$ cat src/pkg/osm_pkg.sv
// Constants, types and map for the oscillator mode select block
// What this block does
// - Ten oscillator modes chosen by a four-bit config field captured at configuration time.
// - Crystal modes reserve both oscillator pins for the crystal, never as I/O.
// - External clock modes take clock on the input pin with no start-up delay.
// - External clock with output drives the output pin at device clock divided by four.
// - External clock with I/O turns the output pin into port bit 6.
// - RC with output drives the output pin at oscillator clock divided by four.
// - RC with I/O turns the output pin into port bit 6.
// - Multiplied crystal mode multiplies a crystal up to 10 MHz by four, up to 40 MHz.
// - Crystal path uses the multiplier only when the mode field equals 0110.
// - In multiplied crystal mode the software multiplier enable has no effect.
// - With internal source the multiplier is software switchable, giving up to 32 MHz.
// - Internal fast oscillator gives 8 MHz direct or postscaled 31 kHz to 4 MHz.
// - Internal fast oscillator runs only when 125 kHz to 8 MHz is selected.
// - Slow oscillator runs when chosen or when timer, monitor, watchdog or two-speed enabled.
// - Frequency select field in oscillator control register picks direct or postscaled source.
// - Internal clock-out mode: output pin gives clock over four, input pin is port bit 7.
// - Internal dual I/O mode: input pin is port bit 7, output pin port bit 6.
// - Internal multiplier usable only when mode field is 1001 or 1000.
// - Internal multiplier works only with frequency select 111 or 110, otherwise off.
package osm_pkg;
  // Register byte offsets
  localparam logic [3:0] OSM_CTRL_OFS = 4'h0;
  localparam logic [3:0] OSM_TUNE_OFS = 4'h4;
  localparam logic [3:0] OSM_FEAT_OFS = 4'h8;
  localparam logic [3:0] OSM_STAT_OFS = 4'hc;
  // Field positions
  localparam int OSM_FSEL_LSB = 4;
  localparam int OSM_PLL_SW_ENABLE_BIT = 6;
  localparam int OSM_LOSRC_BIT = 7;
  localparam int OSM_TUNE_W = 5;
  // Reset values
  localparam logic [2:0] OSM_FSEL_RST = 3'h0;
  localparam logic [7:0] OSM_TUNE_RST = 8'h00;
  localparam logic [3:0] OSM_FEAT_RST = 4'h0;
  // Frequency select codes for the multiplier and the slow source
  localparam logic [2:0] OSM_FSEL_8M = 3'h7;
  localparam logic [2:0] OSM_FSEL_4M = 3'h6;
  localparam logic [2:0] OSM_FSEL_SLOW = 3'h0;
  // Mode codes given, and assumed ones
  localparam logic [3:0] OSM_MODE_HIGH_SPEED_MULTIPLIED_MODE = 4'h6;
  localparam logic [3:0] OSM_MODE_INTDUAL = 4'h8;
  localparam logic [3:0] OSM_MODE_INTCLK = 4'h9;
  localparam logic [3:0] OSM_MODE_LP = 4'h0;
  localparam logic [3:0] OSM_MODE_XT = 4'h1;
  localparam logic [3:0] OSM_MODE_HS = 4'h2;
  localparam logic [3:0] OSM_MODE_RC = 4'h3;
  localparam logic [3:0] OSM_MODE_EC = 4'h4;
  localparam logic [3:0] OSM_MODE_EXT_CLOCK_PIN_IO_MODE = 4'h5;
  localparam logic [3:0] OSM_MODE_RESISTOR_CAP_IO_MODE = 4'h7;
  // Frequencies in kHz and multiplier factor
  localparam int OSM_PLL_MULT = 4;
  localparam int OSM_HS_PLL_IN_KHZ = 10000;
  localparam int OSM_HS_PLL_OUT_KHZ = OSM_HS_PLL_IN_KHZ * OSM_PLL_MULT;
  localparam int OSM_INT_PLL_OUT_KHZ = 32000;
  localparam int OSM_FAST_KHZ = 8000;
  localparam int OSM_SLOW_KHZ = 31;
  // Postscale shift for the 31 kHz tap of the fast oscillator
  localparam logic [3:0] OSM_SLOW_SHIFT = 4'h8;
  // Clock source seen by the core
  typedef enum logic [2:0] {
    OSM_SRC_XTAL, OSM_SRC_EXTCLK, OSM_SRC_RC, OSM_SRC_FAST, OSM_SRC_POST, OSM_SRC_SLOW
  } osm_src_t;
endpackage : osm_pkg

$ cat src/verilog/osm_mode_select.sv
// Oscillator mode select: mode decode, source selection, pin reassignment, register slave
//
// The register addresses and the Avalon-MM register port were decided locally.
`timescale 1ns/1ps
module osm_mode_select #(
  parameter logic [3:0] MODE_LP = osm_pkg::OSM_MODE_LP,
  parameter logic [3:0] MODE_XT = osm_pkg::OSM_MODE_XT,
  parameter logic [3:0] MODE_HS = osm_pkg::OSM_MODE_HS,
  parameter logic [3:0] MODE_RC = osm_pkg::OSM_MODE_RC,
  parameter logic [3:0] MODE_EC = osm_pkg::OSM_MODE_EC,
  parameter logic [3:0] MODE_EXT_CLOCK_PIN_IO_MODE = osm_pkg::OSM_MODE_EXT_CLOCK_PIN_IO_MODE,
  parameter logic [3:0] MODE_RESISTOR_CAP_IO_MODE = osm_pkg::OSM_MODE_RESISTOR_CAP_IO_MODE
) (
  input wire logic clk,
  input wire logic reset,
  input wire logic [3:0] oscModeConfig,
  input wire logic [3:0] address,
  input wire logic read,
  input wire logic write,
  input wire logic [31:0] writedata,
  output logic [31:0] readdata,
  output logic waitrequest,
  input wire logic oscInPinIn,
  output logic oscInPinOut,
  output logic oscInPinOe,
  input wire logic oscOutPinIn,
  output logic oscOutPinOut,
  output logic oscOutPinOe,
  input wire logic portBit6Out,
  input wire logic portBit6Oe,
  input wire logic portBit7Out,
  input wire logic portBit7Oe,
  output logic portBit6In,
  output logic portBit7In,
  output osm_pkg::osm_src_t clkSource,
  output logic [3:0] postShift,
  output logic pllOn,
  output logic fastOscRun,
  output logic slowOscRun,
  output logic startDelayReq,
  output logic cfgLoaded
);
  import osm_pkg::*;

  logic [3:0] modeSync1_q, modeSync2_q, mode_q;
  logic cfgLoaded_q;
  logic [2:0] fsel_q;
  logic loSrc_q, pllSw_q;
  logic [OSM_TUNE_W-1:0] tune_q;
  logic [3:0] feat_q;
  logic waitreq_q;
  logic [31:0] rdata_q;
  logic [1:0] div_q;
  logic in1_q, in2_q, out1_q, out2_q;
  logic inOut_q, inOe_q, outOut_q, outOe_q, bit6In_q, bit7In_q;
  osm_src_t src_q;
  logic [3:0] shift_q;
  logic pll_q, fast_q, slow_q, sdly_q;

  // Postscale shift from frequency select: 111 is direct, each step down to 001 halves
  function automatic logic [3:0] fsel_shift(input logic [2:0] f, input logic lo);
    if (f == OSM_FSEL_SLOW) begin
      fsel_shift = lo ? OSM_SLOW_SHIFT : 4'h0;
    end else begin
      fsel_shift = 4'(3'h7 - f);
    end
  endfunction : fsel_shift

  // Mode classes
  wire isCrystal = (mode_q == MODE_LP) || (mode_q == MODE_XT) || (mode_q == MODE_HS) ||
    (mode_q == OSM_MODE_HIGH_SPEED_MULTIPLIED_MODE);
  wire isHsPll = (mode_q == OSM_MODE_HIGH_SPEED_MULTIPLIED_MODE);
  wire isExtClk = (mode_q == MODE_EC) || (mode_q == MODE_EXT_CLOCK_PIN_IO_MODE);
  wire isRc = (mode_q == MODE_RC) || (mode_q == MODE_RESISTOR_CAP_IO_MODE);
  wire isInt = (mode_q == OSM_MODE_INTCLK) || (mode_q == OSM_MODE_INTDUAL);
  wire clkOutMode = (mode_q == MODE_EC) || (mode_q == MODE_RC) || (mode_q == OSM_MODE_INTCLK);
  wire bit6Mode = (mode_q == MODE_EXT_CLOCK_PIN_IO_MODE) || (mode_q == MODE_RESISTOR_CAP_IO_MODE) || (mode_q == OSM_MODE_INTDUAL);
  wire bit7Mode = isInt;
  wire fselHigh = (fsel_q == OSM_FSEL_8M) || (fsel_q == OSM_FSEL_4M);
  wire pllSwAvail = isInt;
  wire featAny = |feat_q;
  wire slowChosen = isInt && (fsel_q == OSM_FSEL_SLOW) && !loSrc_q;

  // Next values for the clock control outputs
  wire pll_d = cfgLoaded_q && (isHsPll || (isInt && pllSw_q && fselHigh));
  wire fast_d = cfgLoaded_q && isInt && (fsel_q != OSM_FSEL_SLOW);
  wire slow_d = featAny || (cfgLoaded_q && slowChosen);
  wire sdly_d = cfgLoaded_q && isCrystal;
  wire [3:0] shift_d = isInt ? fsel_shift(fsel_q, loSrc_q) : 4'h0;
  osm_src_t src_d;
  always_comb begin
    // Core clock source, internal modes steered by frequency select
    if (isCrystal) begin
      src_d = OSM_SRC_XTAL;
    end else if (isExtClk) begin
      src_d = OSM_SRC_EXTCLK;
    end else if (isRc) begin
      src_d = OSM_SRC_RC;
    end else if (fsel_q == OSM_FSEL_8M) begin
      src_d = OSM_SRC_FAST;
    end else if (slowChosen) begin
      src_d = OSM_SRC_SLOW;
    end else begin
      src_d = OSM_SRC_POST;
    end
  end

  // Pin outputs: crystal modes leave both pins to the analogue oscillator
  wire outOut_d = clkOutMode ? div_q[1] : portBit6Out;
  wire outOe_d = cfgLoaded_q && (clkOutMode || (bit6Mode && portBit6Oe));
  wire inOut_d = portBit7Out;
  wire inOe_d = cfgLoaded_q && bit7Mode && portBit7Oe;

  // Register bus decode
  wire req = read || write;
  wire hitCtrl = (address == OSM_CTRL_OFS);
  wire hitTune = (address == OSM_TUNE_OFS);
  wire hitFeat = (address == OSM_FEAT_OFS);
  wire hitStat = (address == OSM_STAT_OFS);
  wire wrNow = write && !waitreq_q;
  wire [31:0] rdMux = hitCtrl ? {24'h0, 1'b0, fsel_q, 4'h0} :
    hitTune ? {24'h0, loSrc_q, pllSw_q, 1'b0, tune_q} :
    hitFeat ? {28'h0, feat_q} :
    hitStat ? {19'h0, 1'(src_q), shift_q, sdly_q, slow_q, fast_q, pll_q, mode_q} : 32'h0;

  // Configuration capture, pin field synchronised before use
  always_ff @(posedge clk) begin
    modeSync1_q <= oscModeConfig;
    modeSync2_q <= modeSync1_q;
    if (reset) begin
      mode_q <= 4'h0;
      cfgLoaded_q <= 1'b0;
    end else if (!cfgLoaded_q) begin
      mode_q <= modeSync2_q;
      cfgLoaded_q <= 1'b1;
    end
  end

  // One wait cycle per access keeps read data stable at the taking edge
  always_ff @(posedge clk) begin
    if (reset) begin
      waitreq_q <= 1'b1;
      rdata_q <= 32'h0;
    end else begin
      waitreq_q <= !(req && waitreq_q);
      rdata_q <= rdMux;
    end
  end

  // Software registers; multiplier enable reads zero where unavailable
  always_ff @(posedge clk) begin
    if (reset) begin
      fsel_q <= OSM_FSEL_RST;
      {loSrc_q, pllSw_q, tune_q} <= {OSM_TUNE_RST[7:6], OSM_TUNE_RST[OSM_TUNE_W-1:0]};
      feat_q <= OSM_FEAT_RST;
    end else begin
      if (wrNow && hitCtrl) fsel_q <= writedata[OSM_FSEL_LSB +: 3];
      if (wrNow && hitTune) begin
        loSrc_q <= writedata[OSM_LOSRC_BIT];
        tune_q <= writedata[OSM_TUNE_W-1:0];
      end
      if (!pllSwAvail) begin
        pllSw_q <= 1'b0;
      end else if (wrNow && hitTune) begin
        pllSw_q <= writedata[OSM_PLL_SW_ENABLE_BIT];
      end
      if (wrNow && hitFeat) feat_q <= writedata[3:0];
    end
  end

  // Clock over four divider; clk stands for the device clock
  always_ff @(posedge clk) begin
    if (reset) div_q <= 2'h0;
    else div_q <= div_q + 2'h1;
  end

  // Pin input synchronisers
  always_ff @(posedge clk) begin
    in1_q <= oscInPinIn;
    in2_q <= in1_q;
    out1_q <= oscOutPinIn;
    out2_q <= out1_q;
  end

  // Registered outputs
  always_ff @(posedge clk) begin
    if (reset) begin
      {inOut_q, inOe_q, outOut_q, outOe_q, bit6In_q, bit7In_q} <= 6'h0;
      src_q <= OSM_SRC_XTAL;
      shift_q <= 4'h0;
      {pll_q, fast_q, slow_q, sdly_q} <= 4'h0;
    end else begin
      inOut_q <= inOut_d;
      inOe_q <= inOe_d;
      outOut_q <= outOut_d;
      outOe_q <= outOe_d;
      bit6In_q <= bit6Mode && out2_q;
      bit7In_q <= bit7Mode && in2_q;
      src_q <= src_d;
      shift_q <= shift_d;
      pll_q <= pll_d;
      fast_q <= fast_d;
      slow_q <= slow_d;
      sdly_q <= sdly_d;
    end
  end

  assign readdata = rdata_q;
  assign waitrequest = waitreq_q;
  assign oscInPinOut = inOut_q;
  assign oscInPinOe = inOe_q;
  assign oscOutPinOut = outOut_q;
  assign oscOutPinOe = outOe_q;
  assign portBit6In = bit6In_q;
  assign portBit7In = bit7In_q;
  assign clkSource = src_q;
  assign postShift = shift_q;
  assign pllOn = pll_q;
  assign fastOscRun = fast_q;
  assign slowOscRun = slow_q;
  assign startDelayReq = sdly_q;
  assign cfgLoaded = cfgLoaded_q;
endmodule : osm_mode_select
$ cat config.mk
export PLATFORM = sky130hd
export DESIGN_NAME = osm_mode_select
export DESIGN_NICKNAME = d
export VERILOG_FILES = /design/src/pkg/osm_pkg.sv /design/src/verilog/osm_mode_select.sv
export SDC_FILE = /design/constraint.sdc
export NUM_CORES = 1
export LEC_CHECK = 0
export ABC_AREA = 1
export BUFFER_PORTS_ARGS = -buffer_cell sky130_fd_sc_hd__buf_2
export CAP_MARGIN = 20
export CELL_PAD_IN_SITES_DETAIL_PLACEMENT = 1
export CELL_PAD_IN_SITES_GLOBAL_PLACEMENT = 2
export CORE_MARGIN = 2
export CORE_UTILIZATION = 23
export CTS_CLUSTER_SIZE = 10
export DETAILED_ROUTE_END_ITERATION = 7
export PLACE_DENSITY_LB_ADDON = 0.1
export SYNTH_ARGS = -nofsm -noshare
export SYNTH_HDL_FRONTEND = slang
export SYNTH_SLANG_ARGS = --single-unit
$ cat constraint.sdc
create_clock -name clk -period 1.3 [get_ports clk]
set_clock_uncertainty 0.2 [all_clocks]
set_input_delay 0.065 -clock clk [delete_from_list [all_inputs] [get_ports clk]]
set_output_delay 0.065 -clock clk [all_outputs]
set_load 0.005 [all_outputs]
==> results by group <==
Worst setup path
  – Reg2reg end: clkSource[2]
  – Critical Path Sink Type: register
  – R2r setup slk: 0.02 ns
  – Critical Path Max Stage Delay: 0.35 ns
  – Crit path max-delay family: simple AND/OR/NAND/NOR gates
  – Worst Path Class, Setup: reg2reg
  – CP Data Required Time: ~1.4 ns
  – CP max-delay cell: dfxtp_2
  – CP startpoint kind: register
  – R2R depth: 6
  – Reg2Reg Launch Point: mode_q[3]
  – CP Buf/Inv Count: 3
  – Cell depth of the worst setup path: 6
  – CP arrival: between 1 and 1.5 ns
  – CP Max Fanout: 4
  – Crit-path cells: buf_6 -> inv_4 -> o211ai_1 -> nand3_1 -> or2_4 -> inv_2

Route
  – Total Wirelength: 6600 um
  – Initial drt markers: 45
  – Final ANT Viol Nets: 0
  – Via density per instance: 4.04
  – Wire per inst: 12.6 um
  – Pre-antenna DRT Iters: 4
  – Vias: around 2100
  – DRC: 0

Floorplanning
  – Num rows: 36
  – Total die area: 10700 um2
  – Core area: 9680 um2
  – Die width: 104 um
  – Die Ht: 104 um
  – Starting density of the core: 23.6%
  – # IOs: 101

Place
  – # port buffers: 57
  – Final HPWL DP: 4760 um
  – GPL Wtd Cong: 0.786
  – Placed cells: 482
  – Pre-CTS WS: -0.144 ns

Clock network
  – CTS clk-pin slew, worst paths: 0.07 ns
  – CTS root buffer: clkbuf_8
  – Longest Clk Path Bufs: 2
  – Clk sinks: 64
  – H-tree levels: 3
  – Worst skew pair latency: about 0.34 ns
  – CTS tree: done
  – TritonCTS Buffers: 9

Yosys
  – Predominant post-synthesis flop cell: dfxtp_1
  – Yosys warnings: 0
  – Async set-reset flop share out of synthesis: 0%
  – Post-synthesis cell type count: 27
  – Yosys reg bits: 64
  – Synthesized area: roughly 2300 um2
  – Top cells by count, synth: 64 x dfxtp_1, 56 x nand2_1, 29 x nor2_1
  – Sequential area share after synthesis: approximately 56%
  – Synth top area share: between 50 and 60%
  – Syn Area/Cell: 8.49 um2
  – Syn Inst Count: ~270
  – Number of synthesized flops with an enable pin: 0
  – Synth area leader: dfxtp_1
  – Most area-consuming cells after synthesis: dfxtp_1 56%, nand2_1 9.2%, buf_4 6.2%
  – Most frequent cell after synthesis: dfxtp_1

Outcome
  – Failing checks: negative hold slack
  – Status: complete, but fails checks

Global route
  – Total Routing Usage GR: roughly 12%
  – Pin count of the biggest net entering global routing: 20
  – Vias in the first global route: slightly above 2000
  – Initial antenna violation count: 0
  – Total grt overflow: 0
  – First-pass GRT wire length: just over 10000 um

STA
  – Min Tclk post-route: 1.28 ns
  – RSZ-0062 raised after global routing: true
  – Fin. Hold Viols: 21
  – Slew Viols, Final: 0
  – Crit share post-route: a little over nine tenths
  – Final setup vio count: 0
  – Final TNS setup: 0 ns
  – Final hold slack: -0.111 ns
  – Max Clk Rate: 779 MHz
  – Final setup margin: 0.0167 ns

Worst hold path
  – Min-delay src: reset
  – Worst hold path class: in2reg
  – Hold Path End: cfgLoaded
  – Hold Path Depth: 3

Pwr
  – Sequential fraction of design power: 46.9%
  – Psw: 1.01 mW
  – Combinational power share: 9.7%
  – Leakage: 1.55 nW
  – Sw Share: 23.1%
  – Worst VDD drop: between 0.0007 and 0.0008 V
  – PD cells: 1260 nW/um2
  – Clk pwr share: 43.4%
  – Pint: between 3 and 4 mW

Cells and area
  – Area grow syn2layout: 51.9%
  – Share of cells above drive strength 1: 38.5%
  – Fin cells: around 520
  – Final Util: between 30% and 40%
  – Antenna diodes: 0
  – Final net count: ~440

Job
  – Max Cap Viol: 0
==> worst max path at each step <==
stage                   start      endpoint  slack (ns)
finish              mode_q[3]  clkSource[2]        0.02
global route        mode_q[3]  clkSource[2]       -0.05
CTS                 mode_q[2]  oscOutPinOut       0.002
detailed placement  mode_q[2]  clkSource[2]       -0.14
global placement    mode_q[1]  clkSource[2]       -0.09
floorplan           mode_q[2]  clkSource[2]        0.03
==> through the flow <==
step	area, um2	power (mW)
final	3470	4.36
after global routing	3470	4.58
after CTS	3360	4.40
after detailed placement	2880	2.41
after global placement	2880	2.41
after floorplan	2350	2.26
==> power groups by stage <==
| stage | registers [mW] | clock network, mW | logic, mW |
|---|---|---|---|
| after detailed placement | 2.09 | 0 | 0.320 |
| after global placement | 2.09 | 0 | 0.319 |
| after CTS | 2.05 | 1.97 | 0.389 |
| final | 2.05 | 1.89 | 0.421 |
| after floorplan | 2.09 | 0 | 0.175 |
| after global routing | 2.05 | 2.06 | 0.468 |
==> layout by cell type, fill, tap and decap left out, types with 2 or more instances in the layout <==
| master | count |
|---|---|
| a21oi_1 | 17 |
| a21oi_2 | 5 |
| a31oi_1 | 6 |
| buf_12 | 2 |
| buf_2 | 57 |
| buf_4 | 28 |
| buf_6 | 2 |
| bufinv_16 | 2 |
| clkbuf_8 | 10 |
| clkinv_2 | 3 |
| conb_1 | 19 |
| dfxtp_1 | 60 |
| dfxtp_2 | 3 |
| dlygate4sd3_1 | 22 |
| inv_1 | 18 |
| inv_2 | 5 |
| nand2_1 | 46 |
| nand2_2 | 12 |
| nand3_1 | 14 |
| nand3_2 | 5 |
| nor2_1 | 25 |
| nor2_4 | 5 |
| nor3_2 | 2 |
| o211ai_1 | 2 |
| o21ai_0 | 5 |
| o21ai_1 | 2 |
==> repair_timing <==
action	in CTS	in global routing
pin swaps	2	5
resized for setup	14	32
hold endpoints to repair	37	12
endpoints found under the setup margin	16	19
hold buffers	22	1
buffers inserted	1	3
==> worst reg2reg max path, cell delays in order (launching register included) <==
cell and delay, ns:
dfxtp_2 0.35, buf_6 0.13, inv_4 0.03, o211ai_1 0.11, nand3_1 0.13, or2_4 0.24
inv_2 0.04
==> final cells by class <==
class / instances / area (um2)
Inverter: 24 / 92.6
Tap cell: 133 / 166
Timing Repair Buffer: 112 / 793
Clock inverter: 6 / 82.6
Clock buffer: 10 / 138
Fill cell: 1143 / 6220
Multi-Input combinational cell: 174 / 907
Sequential cell: 64 / 1290
==> per-layer routing <==
| metal | track usage [%] | share of wire [%] | up-vias |
|---|---|---|---|
| li1 | - | - | 1056 |
| met1 | 14.6 | 45 | 995 |
| met3 | 4.59 | 4.9 | 7 |
| met2 | 21.1 | 50 | 54 |
| met5 | 0 | 0 | - |
| met4 | 4.05 | 0.89 | 0 |
==> cell families (layout without fill, tap and decap cells) <==
| logic type | Yosys count | in the layout | share of synthesized area [%] |
|---|---|---|---|
| compound gates | 38 | 38 | 9.10 |
| xor+xnor | 1 | 1 | 0.384 |
| buf+inv | 49 | 152 | 11.7 |
| flops | 64 | 64 | 56.1 |
| other cells | 1 | 19 | 0.164 |
| simple gates | 116 | 116 | 22.6 |
==> flip-flops by register name, summed over array words and instances (netlist names), 2 cells and up <==
signal	flops
clkSource	3
div_q	2
feat_q	4
fsel_q	3
modeSync1_q	4
modeSync2_q	4
mode_q	4
postShift	4
readdata	13
tune_q	5
Note: power is estimated with default switching activity, not from simulation.
